<file path="src/logic/bshc_pkg.sv">
// package: register map, fields, reset values and timing for the strap and hot-swap block
package bshc_pkg;
  // register byte offsets
  localparam logic [7:0] BSHC_OFS_CTRL    = 8'h00;
  localparam logic [7:0] BSHC_OFS_STATUS  = 8'h04;
  localparam logic [7:0] BSHC_OFS_GPIO_OE = 8'h08;
  localparam logic [7:0] BSHC_OFS_GPIO_DO = 8'h0C;
  localparam logic [7:0] BSHC_OFS_GPIO_DI = 8'h10;
  localparam logic [7:0] BSHC_OFS_EVT     = 8'h14;
  localparam logic [7:0] BSHC_OFS_MASK    = 8'h18;
  localparam logic [7:0] BSHC_OFS_CLKDIS  = 8'h1C;
  // control register fields
  localparam int BSHC_CTRL_LAMP  = 0;
  localparam int BSHC_CTRL_D3HOT = 1;
  // status register fields
  localparam int BSHC_ST_P66     = 0;
  localparam int BSHC_ST_S66     = 1;
  localparam int BSHC_ST_HALF    = 2;
  localparam int BSHC_ST_SWAPEN  = 3;
  localparam int BSHC_ST_B2      = 4;
  localparam int BSHC_ST_HANDLE  = 5;
  // event register fields
  localparam int BSHC_EV_INSERT  = 0;
  localparam int BSHC_EV_EXTRACT = 1;
  localparam int BSHC_EV_W       = 2;
  // reset values
  localparam logic [31:0] BSHC_CTRL_RST   = 32'h0000_0000;
  localparam logic [3:0]  BSHC_GPIO_RST   = 4'h0;
  localparam logic [1:0]  BSHC_MASK_RST   = 2'h0;
  localparam logic [31:0] BSHC_CLKDIS_RST = 32'h0000_0000;
  // timing
  localparam int BSHC_CLK_MHZ       = 100;
  localparam int BSHC_DEBOUNCE_US   = 1000;
  localparam int BSHC_DEBOUNCE_CYC  = BSHC_DEBOUNCE_US * BSHC_CLK_MHZ;
  // bus answers
  localparam logic [1:0] BSHC_RESP_OKAY   = 2'h0;
  localparam logic [1:0] BSHC_RESP_SLVERR = 2'h2;
endpackage : bshc_pkg

</file>
<file path="src/logic/bshc_debounce.sv">
// ejector handle debouncer: level must hold steady for a full interval
`timescale 1ns/100ps
`default_nettype none
module bshc_debounce
  import bshc_pkg::*;
#(
  parameter int DEBOUNCE_CYC = BSHC_DEBOUNCE_CYC
)
(
  // clock and reset
  input  wire logic clk,
  input  wire logic rst,
  // raw synchronised level and filtered result
  input  wire logic level_in,
  output logic      level_out,
  output logic      rise,
  output logic      fall
);
  localparam int CW = $clog2(DEBOUNCE_CYC + 1);
  localparam logic [CW-1:0] CNT_LAST = CW'(DEBOUNCE_CYC - 1);

  logic [CW-1:0] count_reg;
  logic [CW-1:0] count_next;
  logic          level_reg;
  wire           differs = level_in != level_reg;
  wire           settled = differs && (count_reg == CNT_LAST);

  // restart on any bounce back to the held level
  assign count_next = !differs ? '0 : (settled ? '0 : count_reg + CW'(1));
  assign level_out  = level_reg;
  assign rise       = settled && level_in;
  assign fall       = settled && !level_in;

  always_ff @(posedge clk)
  begin
    if (rst)
    begin
      count_reg <= '0;
      level_reg <= 1'b1;
    end
    else
    begin
      count_reg <= count_next;
      if (settled)
        level_reg <= level_in;
    end
  end
endmodule // bshc_debounce
`default_nettype wire

</file>
<file path="src/logic/bshc_top.sv">
// strap decode, secondary clock gating, gpio, hot-swap signalling and register slave
//
// Overview of operation
// primary speed input high selects 66 MHz, low selects 33 MHz.
// secondary speed line is wired-OR; 66 MHz only while it stays high.
// primary speed low: drive secondary speed line low during reset.
// clock strap high and D3hot: stop secondary clocks, hold them at 0.
// clock strap low: D3hot leaves secondary clocks running.
// four gpio pins, each set by output-enable and output-data, read back.
// hot-swap mode: gpio 3 is active-low ejector handle switch input.
// insertion or extraction on the switch drives the enumeration output low.
// status lamp follows software lamp bit: 0 off, 1 on.
// mode lo low, mode hi high: hot-swap enabled, pin 3 is switch.
// mode lo high: hot-swap disabled, pin 3 ordinary gpio.
// primary fast, secondary line low: secondary clocks at half rate; the code toggles them every CLK cycle at both speeds.
// straps synchronised; ejector switch debounced before an event.
//
// The address map and register access over AXI4-Lite are this design's own decisions.
`timescale 1ns/100ps
`default_nettype none
module bshc_top
  import bshc_pkg::*;
#(
  parameter int NCLK         = 10,
  parameter int NGPIO        = 4,
  parameter int DEBOUNCE_CYC = BSHC_DEBOUNCE_CYC
)
(
  // clock and reset
  input  wire logic            CLK,
  input  wire logic            RST,
  // straps
  input  wire logic            PRIMARY_SPEED_SEL,
  input  wire logic            CLOCK_POWER_STRAP,
  input  wire logic            MODE_SELECT_LO,
  input  wire logic            MODE_SELECT_HI,
  // secondary speed open-drain line
  input  wire logic            SECONDARY_SPEED_LINE_I,
  output logic                 SECONDARY_SPEED_LINE_O,
  output logic                 SECONDARY_SPEED_LINE_OE,
  // secondary clock outputs and speed status
  output logic [NCLK-1:0]      SEC_CLK_OUT,
  output logic                 PRIMARY_FAST,
  // gpio pins
  input  wire logic [NGPIO-1:0] GPIO_I,
  output logic [NGPIO-1:0]     GPIO_O,
  output logic [NGPIO-1:0]     GPIO_OE,
  // hot-swap outputs and interrupt
  output logic                 INSERT_EVENT_N,
  output logic                 SWAP_STATUS_LAMP,
  output logic                 IRQ,
  // axi4-lite write address
  input  wire logic [7:0]      S_AXI_AWADDR,
  input  wire logic            S_AXI_AWVALID,
  output logic                 S_AXI_AWREADY,
  // axi4-lite write data
  input  wire logic [31:0]     S_AXI_WDATA,
  input  wire logic [3:0]      S_AXI_WSTRB,
  input  wire logic            S_AXI_WVALID,
  output logic                 S_AXI_WREADY,
  // axi4-lite write response
  output logic [1:0]           S_AXI_BRESP,
  output logic                 S_AXI_BVALID,
  input  wire logic            S_AXI_BREADY,
  // axi4-lite read address
  input  wire logic [7:0]      S_AXI_ARADDR,
  input  wire logic            S_AXI_ARVALID,
  output logic                 S_AXI_ARREADY,
  // axi4-lite read data
  output logic [31:0]          S_AXI_RDATA,
  output logic [1:0]           S_AXI_RRESP,
  output logic                 S_AXI_RVALID,
  input  wire logic            S_AXI_RREADY
);
  // two-flop synchronisers for straps, speed line and gpio inputs
  localparam int NSYNC = 5 + NGPIO;
  logic [NSYNC-1:0] sync1_reg;
  logic [NSYNC-1:0] sync2_reg;
  wire  [NSYNC-1:0] raw_in = {GPIO_I, SECONDARY_SPEED_LINE_I, MODE_SELECT_HI,
                              MODE_SELECT_LO, CLOCK_POWER_STRAP, PRIMARY_SPEED_SEL};
  wire              p66_s   = sync2_reg[0];
  wire              cps_s   = sync2_reg[1];
  wire              ms_lo_s = sync2_reg[2];
  wire              ms_hi_s = sync2_reg[3];
  wire              s66_s   = sync2_reg[4];
  wire [NGPIO-1:0]  gpio_s  = sync2_reg[NSYNC-1:5];

  always_ff @(posedge CLK)
  begin
    if (RST)
    begin
      sync1_reg <= '0;
      sync2_reg <= '0;
    end
    else
    begin
      sync1_reg <= raw_in;
      sync2_reg <= sync1_reg;
    end
  end

  // software registers
  logic [31:0]      ctrl_reg;
  logic [NGPIO-1:0] gpio_oe_reg;
  logic [NGPIO-1:0] gpio_do_reg;
  logic [BSHC_EV_W-1:0] evt_reg;
  logic [BSHC_EV_W-1:0] mask_reg;
  logic [NCLK-1:0]  clkdis_reg;

  // mode and speed decode
  wire swap_en   = !ms_lo_s && ms_hi_s;
  wire half_rate = p66_s && !s66_s;
  wire b2_state  = cps_s && ctrl_reg[BSHC_CTRL_D3HOT];
  assign PRIMARY_FAST = p66_s;

  // open-drain pull-down held only while reset is asserted
  assign SECONDARY_SPEED_LINE_O  = 1'b0;
  assign SECONDARY_SPEED_LINE_OE = RST && !PRIMARY_SPEED_SEL;

  // secondary clocks: a register tops out at half rate, so both speeds share one toggle
  logic div_reg;
  logic [NCLK-1:0] sclk_reg;
  wire  [NCLK-1:0] clk_run = ~clkdis_reg & {NCLK{!b2_state}};
  always_ff @(posedge CLK)
  begin
    if (RST)
    begin
      div_reg  <= 1'b0;
      sclk_reg <= '0;
    end
    else
    begin
      div_reg  <= !div_reg;
      sclk_reg <= clk_run & {NCLK{!div_reg}};
    end
  end
  assign SEC_CLK_OUT = sclk_reg;

  // gpio pins; pin 3 becomes the switch input in hot-swap mode
  wire [NGPIO-1:0] pin_own = {swap_en, {(NGPIO-1){1'b0}}};
  assign GPIO_O  = gpio_do_reg;
  assign GPIO_OE = gpio_oe_reg & ~pin_own;

  // ejector switch debounce and events
  logic handle_level;
  logic handle_rise;
  logic handle_fall;
  bshc_debounce #(
    .DEBOUNCE_CYC (DEBOUNCE_CYC)
  ) u_debounce (
    .clk       (CLK),
    .rst       (RST),
    .level_in  (gpio_s[NGPIO-1]),
    .level_out (handle_level),
    .rise      (handle_rise),
    .fall      (handle_fall)
  );
  // switch closing (low) marks insertion, opening marks extraction
  wire [BSHC_EV_W-1:0] evt_set = {handle_rise, handle_fall} & {BSHC_EV_W{swap_en}};

  assign INSERT_EVENT_N   = !(|evt_reg);
  assign SWAP_STATUS_LAMP = ctrl_reg[BSHC_CTRL_LAMP];
  assign IRQ              = |(evt_reg & mask_reg);

  // axi4-lite slave: one write and one read at a time
  logic aw_hold_reg;
  logic w_hold_reg;
  logic [7:0]  awaddr_reg;
  logic [31:0] wdata_reg;
  logic [3:0]  wstrb_reg;
  logic        bvalid_reg;
  logic [1:0]  bresp_reg;
  logic        rvalid_reg;
  logic [1:0]  rresp_reg;
  logic [31:0] rdata_reg;

  assign S_AXI_AWREADY = !aw_hold_reg && !bvalid_reg;
  assign S_AXI_WREADY  = !w_hold_reg && !bvalid_reg;
  assign S_AXI_ARREADY = !rvalid_reg;
  assign S_AXI_BVALID  = bvalid_reg;
  assign S_AXI_BRESP   = bresp_reg;
  assign S_AXI_RVALID  = rvalid_reg;
  assign S_AXI_RRESP   = rresp_reg;
  assign S_AXI_RDATA   = rdata_reg;

  wire aw_take = S_AXI_AWVALID && S_AXI_AWREADY;
  wire w_take  = S_AXI_WVALID && S_AXI_WREADY;
  wire ar_take = S_AXI_ARVALID && S_AXI_ARREADY;
  wire have_aw = aw_hold_reg || aw_take;
  wire have_w  = w_hold_reg || w_take;
  wire do_wr   = have_aw && have_w;
  wire [7:0]  wr_addr = aw_hold_reg ? awaddr_reg : S_AXI_AWADDR;
  wire [31:0] wr_data = w_hold_reg ? wdata_reg : S_AXI_WDATA;
  wire [3:0]  wr_strb = w_hold_reg ? wstrb_reg : S_AXI_WSTRB;

  function automatic logic known(input logic [7:0] a);
    known = (a == BSHC_OFS_CTRL) || (a == BSHC_OFS_STATUS) || (a == BSHC_OFS_GPIO_OE)
         || (a == BSHC_OFS_GPIO_DO) || (a == BSHC_OFS_GPIO_DI) || (a == BSHC_OFS_EVT)
         || (a == BSHC_OFS_MASK) || (a == BSHC_OFS_CLKDIS);
  endfunction

  function automatic logic [31:0] merge(input logic [31:0] old, input logic [31:0] nw,
                                        input logic [3:0] strb);
    for (int i = 0; i < 4; i++)
      merge[8*i +: 8] = strb[i] ? nw[8*i +: 8] : old[8*i +: 8];
  endfunction

  wire [31:0] wr_word = merge(32'h0000_0000, wr_data, wr_strb);
  wire wr_ctrl = do_wr && wr_addr == BSHC_OFS_CTRL;
  wire wr_oe   = do_wr && wr_addr == BSHC_OFS_GPIO_OE;
  wire wr_do   = do_wr && wr_addr == BSHC_OFS_GPIO_DO;
  wire wr_evt  = do_wr && wr_addr == BSHC_OFS_EVT;
  wire wr_mask = do_wr && wr_addr == BSHC_OFS_MASK;
  wire wr_cdis = do_wr && wr_addr == BSHC_OFS_CLKDIS;

  wire [31:0] status_word = 32'({handle_level, b2_state, swap_en, half_rate, s66_s, p66_s});
  wire [31:0] rd_word =
      (S_AXI_ARADDR == BSHC_OFS_CTRL)    ? ctrl_reg :
      (S_AXI_ARADDR == BSHC_OFS_STATUS)  ? status_word :
      (S_AXI_ARADDR == BSHC_OFS_GPIO_OE) ? 32'(gpio_oe_reg) :
      (S_AXI_ARADDR == BSHC_OFS_GPIO_DO) ? 32'(gpio_do_reg) :
      (S_AXI_ARADDR == BSHC_OFS_GPIO_DI) ? 32'(gpio_s) :
      (S_AXI_ARADDR == BSHC_OFS_EVT)     ? 32'(evt_reg) :
      (S_AXI_ARADDR == BSHC_OFS_MASK)    ? 32'(mask_reg) :
      (S_AXI_ARADDR == BSHC_OFS_CLKDIS)  ? 32'(clkdis_reg) : 32'h0000_0000;

  always_ff @(posedge CLK)
  begin
    if (RST)
    begin
      aw_hold_reg <= 1'b0;
      w_hold_reg  <= 1'b0;
      awaddr_reg  <= 8'h00;
      wdata_reg   <= 32'h0000_0000;
      wstrb_reg   <= 4'h0;
      bvalid_reg  <= 1'b0;
      bresp_reg   <= BSHC_RESP_OKAY;
      rvalid_reg  <= 1'b0;
      rresp_reg   <= BSHC_RESP_OKAY;
      rdata_reg   <= 32'h0000_0000;
    end
    else
    begin
      if (aw_take)
        awaddr_reg <= S_AXI_AWADDR;
      if (w_take)
      begin
        wdata_reg <= S_AXI_WDATA;
        wstrb_reg <= S_AXI_WSTRB;
      end
      aw_hold_reg <= have_aw && !do_wr;
      w_hold_reg  <= have_w && !do_wr;
      if (do_wr)
      begin
        bvalid_reg <= 1'b1;
        bresp_reg  <= known(wr_addr) ? BSHC_RESP_OKAY : BSHC_RESP_SLVERR;
      end
      else if (S_AXI_BREADY)
        bvalid_reg <= 1'b0;
      if (ar_take)
      begin
        rvalid_reg <= 1'b1;
        rdata_reg  <= rd_word;
        rresp_reg  <= known(S_AXI_ARADDR) ? BSHC_RESP_OKAY : BSHC_RESP_SLVERR;
      end
      else if (S_AXI_RREADY)
        rvalid_reg <= 1'b0;
    end
  end

  // register file; event set wins over a write-one clear
  always_ff @(posedge CLK)
  begin
    if (RST)
    begin
      ctrl_reg    <= BSHC_CTRL_RST;
      gpio_oe_reg <= BSHC_GPIO_RST;
      gpio_do_reg <= BSHC_GPIO_RST;
      evt_reg     <= '0;
      mask_reg    <= BSHC_MASK_RST;
      clkdis_reg  <= NCLK'(BSHC_CLKDIS_RST);
    end
    else
    begin
      if (wr_ctrl)
        ctrl_reg <= merge(ctrl_reg, wr_data, wr_strb) & 32'h0000_0003;
      if (wr_oe)
        gpio_oe_reg <= wr_word[NGPIO-1:0];
      if (wr_do)
        gpio_do_reg <= wr_word[NGPIO-1:0];
      if (wr_mask)
        mask_reg <= wr_word[BSHC_EV_W-1:0];
      if (wr_cdis)
        clkdis_reg <= wr_word[NCLK-1:0];
      evt_reg <= (evt_reg & ~(wr_evt ? wr_word[BSHC_EV_W-1:0] : '0)) | evt_set;
    end
  end
endmodule // bshc_top
`default_nettype wire

</file>
<file path="config.mk">
export PLATFORM = sky130hd
export DESIGN_NAME = bshc_top
export DESIGN_NICKNAME = d
export VERILOG_FILES = /design/src/logic/bshc_pkg.sv /design/src/logic/bshc_debounce.sv /design/src/logic/bshc_top.sv
export SDC_FILE = /design/constraint.sdc
export NUM_CORES = 1
export LEC_CHECK = 0
export BUFFER_PORTS_ARGS = -buffer_cell sky130_fd_sc_hd__buf_2
export CAP_MARGIN = 10
export CORE_UTILIZATION = 52
export DETAILED_ROUTE_END_ITERATION = 8
export HOLD_SLACK_MARGIN = 0.03
export PLACE_DENSITY = 0.8
export SYNTH_ARGS = -nofsm -noshare
export SYNTH_HDL_FRONTEND = slang
export SYNTH_SLANG_ARGS = --single-unit
</file>
<file path="constraint.sdc">
create_clock -name CLK -period 2.7 [get_ports CLK]
set_clock_uncertainty 0.1 [all_clocks]
set_input_delay 0.81 -clock CLK [delete_from_list [all_inputs] [get_ports CLK]]
set_output_delay 0.81 -clock CLK [all_outputs]
set_load 0.05 [all_outputs]
</file>
# Yosys cells after proc, flatten, opt, wreduce, memory -nomap -nowiden
# Cells that the tools add are included.
op_classes:
  n_addsub: 1
  bitwise: 11
  eq_ne: 16
  n_reduce_logical: 57
  n_mux: 20
ops:
  columns: ["op", "count"]
  rows:
  - ["2-to-1 mux 10 bit", 9]
  - ["== test 8 x 5 -> 1 bit (second input constant)", 8]
  - ["== test 8 x 4 -> 1 bit (second input constant)", 4]
  - ["logical AND 1 bit", 21]
  - ["bitwise AND 10 bit", 2]
  - ["adder 17 x 1 -> 17 bit (second input constant)", 1]
  - ["== test 17 bit (second input constant)", 1]
  - ["== test 8 x 3 -> 1 bit (second input constant)", 2]
  - ["zero test 8 bit", 2]
  - ["logical OR 1 bit", 16]
  - ["2-to-1 mux 8 bit", 2]
  - ["zero test 1 bit", 12]
  - ["2-to-1 mux 2 bit", 5]
  - ["inverter 10 bit", 1]
  - ["bitwise AND 2 bit", 3]
  - ["bitwise AND 4 bit", 1]
  - ["2-to-1 mux 1 bit", 4]
  - ["inverter 4 bit", 1]
  - ["nonzero test 2 bit", 2]
  - ["OR reduction 2 bit", 2]
  - ["OR reduction 3 bit", 1]
  - ["inverter 2 bit", 1]
  - ["OR 2 bit", 1]
  - ["AND reduction 2 bit", 1]
  - ["2 further kinds", 2]
word_totals:
  regBits: 131
  elab_cells: 127
  out_inout_bits: 65

# Longest topological paths before layout
logic_depth:
  word_depth: 10
  ltp_mapped: 9

# By module
# Synthesis repeated with hierarchy kept, for this count alone.
unflattened:
  hier_cells: 519
  hier_area_um2: 4718.3
by_module_without_submodules:
  columns: ["module", "n_inst", "area_each_um2", "cells_per_inst"]
  rows:
  - ["bshc_top", 1, 3878.7, 423]
  - ["bshc_debounce", 1, 839.6, 96]

# Least setup slack after synthesis
# OpenSTA, ideal clock, no wires.
synth_timing:
  kind: "input-to-output"
  start: "in RST"
  end: "out SECONDARY_SPEED_LINE_OE"
  t_arrival_ps: 2064
  required_ps: 1790
  setup_slack_ps: -274
  path_buffers: 2
  path_stages: 3
  cell_sequence: "clkbuf_1 clkbuf_1 nor2b_1"
synth_between:
  elab_chain_len: 1
synth_lines:
  columns: ["item", "line", "rtl"]
  rows:
  - ["start: declaration", "bshc_top.sv:31", "input wire logic RST,"]
  - ["logical AND 1 bit", "bshc_top.sv:118", "assign SECONDARY_SPEED_LINE_OE = RST && !PRIMARY_SPEED_SEL;"]
  - ["end: declaration", "bshc_top.sv:40", "output logic SECONDARY_SPEED_LINE_OE,"]
# No other way between the ends.

# Worst setup path after layout
layout_timing:
  start: "reg aw_hold_reg"
  end: "reg clkdis_reg[9]"
layout_between:
  elab_chain_len: 6
  word_cells_on_any_way: 8
  cone_classes: "eq/ne (1); mux (1); reduce/logical (6)"
layout_lines:
  columns: ["item", "line", "rtl"]
  rows:
  - ["start: declaration", "bshc_top.sv:166", "logic aw_hold_reg;"]
  - ["start signal: assignment", "bshc_top.sv:251", "aw_hold_reg <= have_aw && !do_wr;"]
  - ["branches (longest 5 deep; another with 2-to-1 mux 8 bit)", null, null]
  - ["logical AND 1 bit (*)", "bshc_top.sv:214", "wire wr_cdis = do_wr && wr_addr == BSHC_OFS_CLKDIS;"]
  - ["end signal: assignment", "bshc_top.sv:281", "clkdis_reg <= NCLK'(BSHC_CLKDIS_RST);"]
  - ["end signal: assignment", "bshc_top.sv:294", "clkdis_reg <= wr_word[NCLK-1:0];"]
  - ["end: declaration", "bshc_top.sv:108", "logic [NCLK-1:0] clkdis_reg;"]
# Every way passes the cells marked *.
# A chain may end at the register's enable or synchronous reset.

==> flow_metrics.py <==
metrics = {
    "outcome": {
        "status": "complete, no violations",
    },
    "detailed_routing": {
        "wirelength_mm": 10.0,
        "drtIter0Drc": 217,
        "wl_per_cell_um": 14.4,
        "final_antenna_net_count": 0,
        "drt-pass1-iter-count": 5,
        "drc": 0,
        "num_vias": 3704,
        "post_drt_via_cell_ratio": 5.32,
    },
    "placed_design": {
        "dpl_cell_area_um2": 5010,
        "gp_congestion": 0.872,
        "post-dp-hpwl_mm": 7.31,
        "io_buffers": 83,
    },
    "worst_setup_path": {
        "r2r-end": "clkdis_reg[9]",
        "critPathRequiredTime_ns": 2.86,
        "crit_path_top_delay_cell": "dfxtp_1",
        "crit_chain": "o22ai_1 -> a21o_1 -> or4b_1 -> buf_4 -> mux2i_1 -> nor2_1",
        "cp-start-kind": "flip-flop",
        "rrSetupSlack_ns": 0.37,
        "cp-end-kind": "flip-flop",
        "slowest_delay_ns": 0.70,
        "r2r-start": "aw_hold_reg",
        "reg2reg_depth": 6,
        "crit_fanout": 18,
        "critPathKind": "reg2reg",
        "arrival_ns": 2.49,
    },
    "clocking": {
        "cts_root_buffer": "clkbuf_8",
        "post_cts_buffers": 0,
        "cts_resized": 0,
        "cts_tree": "built",
        "clk_pin_slew_worst_paths_ns": 0.10,
        "htree_levels": 3,
        "clk_path_buf_depth": 2,
        "clk_latency_ns": 0.37,
        "cts_hold_buf": 0,
        "cts_buffers": 9,
        "clock_sinks": 107,
    },
    "grt": {
        "grtUsageTotal_pct": 22.0,
        "grt.overflow.total": 0,
        "grt_pass1_wl_mm": 15.6,
        "grt_pass1_vias": 3310,
        "antenna_found_initial": 0,
        "grt_max_degree": 56,
    },
    "synth": {
        "ys.flop_type": "dfxtp_1",
        "synth_cell_types": 55,
        "yosys.area_share.simple_pct": 25.7,
        "yosysTopAreaCell": "dfxtp_1",
        "synth_top_family_by_area": "simple AND/OR/NAND/NOR gates",
        "synthCells": 509,
        "synth_area_leaders": "dfxtp_1 (46%), nor2_1 (5.3%), mux2i_1 (5.0%)",
        "yosys.area_share.xor_xnor_pct": 2.84,
        "ys_seq_elements": 107,
        "synth-edff-count": 0,
        "yosys_warnings": 0,
        "ys_seq_area_share_pct": 46.4,
        "synth_fa_ha_area_share_pct": 0.271,
        "syn-cell-area_um2": 4620,
        "synth.avg_cell_area_um2": 9.08,
        "async_reset_ff_share_pct": 0,
        "synth_mux_area_share_pct": 7.66,
        "synth_top_area_share_pct": 46.4,
        "synth_compound_area_share_pct": 9.45,
    },
    "floorplanning": {
        "rows": 34,
        "core-area_um2": 8680,
        "dieHeight_um": 96.3,
        "start_util_pct": 53.2,
        "num_io_pins": 133,
        "dieArea_um2": 9270,
        "die_w_um": 96.3,
    },
    "power_and_ir_drop": {
        "switching_power_uw": 928,
        "power.leakage_nw": 2.15,
        "switching_share_pct": 30.2,
        "powerDensity_nw_per_um2": 591,
        "power.ir.vdd_worst_uv": 291,
        "clockPowerShare_pct": 30.7,
        "p_int_mw": 2.14,
        "seq_power_share_pct": 54.5,
        "p_comb_share_pct": 14.8,
    },
    "timing": {
        "finalHoldViolations": 0,
        "fin_tns_setup_ns": 0,
        "fmax_mhz": 429,
        "setup_viol": 0,
        "slew_headroom_pct": 52.1,
        "slew_viol_final": 0,
        "grt_setup_unrepaired": "no",
        "min_period_ns": 2.33,
        "period_share_pct": 86.3,
        "tightest_slew_ns": 0.718,
    },
    "layout": {
        "antennaDiodeCount": 0,
        "largest_reg_flops": 17,
        "layout_common_cells": "dfxtp_1 (107), buf_2 (83), nor2_1 (65), nand2_1 (45)",
        "drive_gt1_share_pct": 21.1,
        "fin_area_um2": 5200,
        "nFillCells": 779,
        "final_common_cell": "dfxtp_1",
        "fin_nets": 652,
        "area_growth_pct": 12.5,
    },
    "worst_hold_path": {
        "hp-start": "div_reg",
        "min_to": "div_reg",
        "min_path_cells": 1,
        "hold_class": "reg2reg",
    },
    "flow_run": {
        "cap_violations": 0,
    },
}
cells by family after synthesis:
| kind of cell | count (synthesis) |
|---|---|
| compound gates | 68 |
| xor+xnor | 15 |
| fa+ha+maj | 1 |
| buf+inv | 59 |
| flops | 107 |
| mux | 32 |
| other cells | 1 |
| simple gates | 226 |
final cells by class:
type,count,area (um2),share of cell area [%]
Clock inverter,5,46.3,0.891
Clock buffer,11,141,2.72
Multi-Input combinational cell,367,2220,42.8
Timing Repair Buffer,93,490,9.44
Sequential cell,107,2140,41.2
Inverter,5,18.8,0.361
Tap cell,108,135,2.60
synthesized netlist by cell type (4+ instances only):
| cell | n |
|---|---|
| xor2_1 | 10 |
| nor3b_1 | 5 |
| dfxtp_1 | 107 |
| mux2_2 | 7 |
| nor3_1 | 8 |
| a22oi_1 | 7 |
| o31ai_1 | 6 |
| o21ai_0 | 10 |
| nor2_1 | 65 |
| mux2i_1 | 23 |
| nor4_1 | 8 |
| inv_1 | 5 |
| buf_2 | 4 |
| buf_4 | 30 |
| xnor2_1 | 5 |
| nand2_1 | 45 |
| a21oi_1 | 22 |
| clkbuf_1 | 18 |
| nand2b_1 | 19 |
| nand3b_1 | 11 |
| nor2b_1 | 26 |
| nand3_1 | 18 |
power by group through the flow:
stage	registers (mW)	logic (mW)	clock network (mW)
2_1_floorplan	1.75	0.327	0
3_3_place_gp	1.71	0.445	0
3_5_place_dp	1.71	0.453	0
4_1_cts	1.68	0.455	0.953
5_1_grt	1.68	0.494	1.03
6_report	1.68	0.454	0.942
per-stage QoR:
step	utilization, %	hold WS (ns)	power [mW]	instances	setup slack, ns
6_report	59.9	0.308	3.07	696	0.370
5_1_grt	59.9	0.320	3.21	696	0.239
4_1_cts	59.9	0.309	3.08	696	0.380
3_5_place_dp	57.7	0.294	2.17	680	0.0991
3_3_place_gp	57.7	0.287	2.15	680	0.126
2_1_floorplan	-	0.280	2.08	533	0.105
layer usage:
metal / GRT usage [%] / part of all wire (%)
met1: 27.5 / 44
met2: 37.6 / 48
met3: 3.63 / 5.9
met4: 9.08 / 2.0
met5: 0 / 0
worst max path at each step:
stage,to,start,cells after the start
after CTS,clkdis_reg[9],aw_hold_reg,6
after global routing,clkdis_reg[9],aw_hold_reg,6
final,clkdis_reg[9],aw_hold_reg,6
after global placement,clkdis_reg[9],S_AXI_AWADDR[7],7
after detailed placement,clkdis_reg[9],S_AXI_AWADDR[7],7
after floorplan,SECONDARY_SPEED_LINE_OE,RST,3
critical path, delay by kind of cell (launching register included):
kind            cells  cell delay [ns]
simple gates        2             0.59
mux                 1             0.17
flops               1             0.70
compound gates      2             0.44
buf+inv             1             0.22
Power figures use the tool's default switching activity.
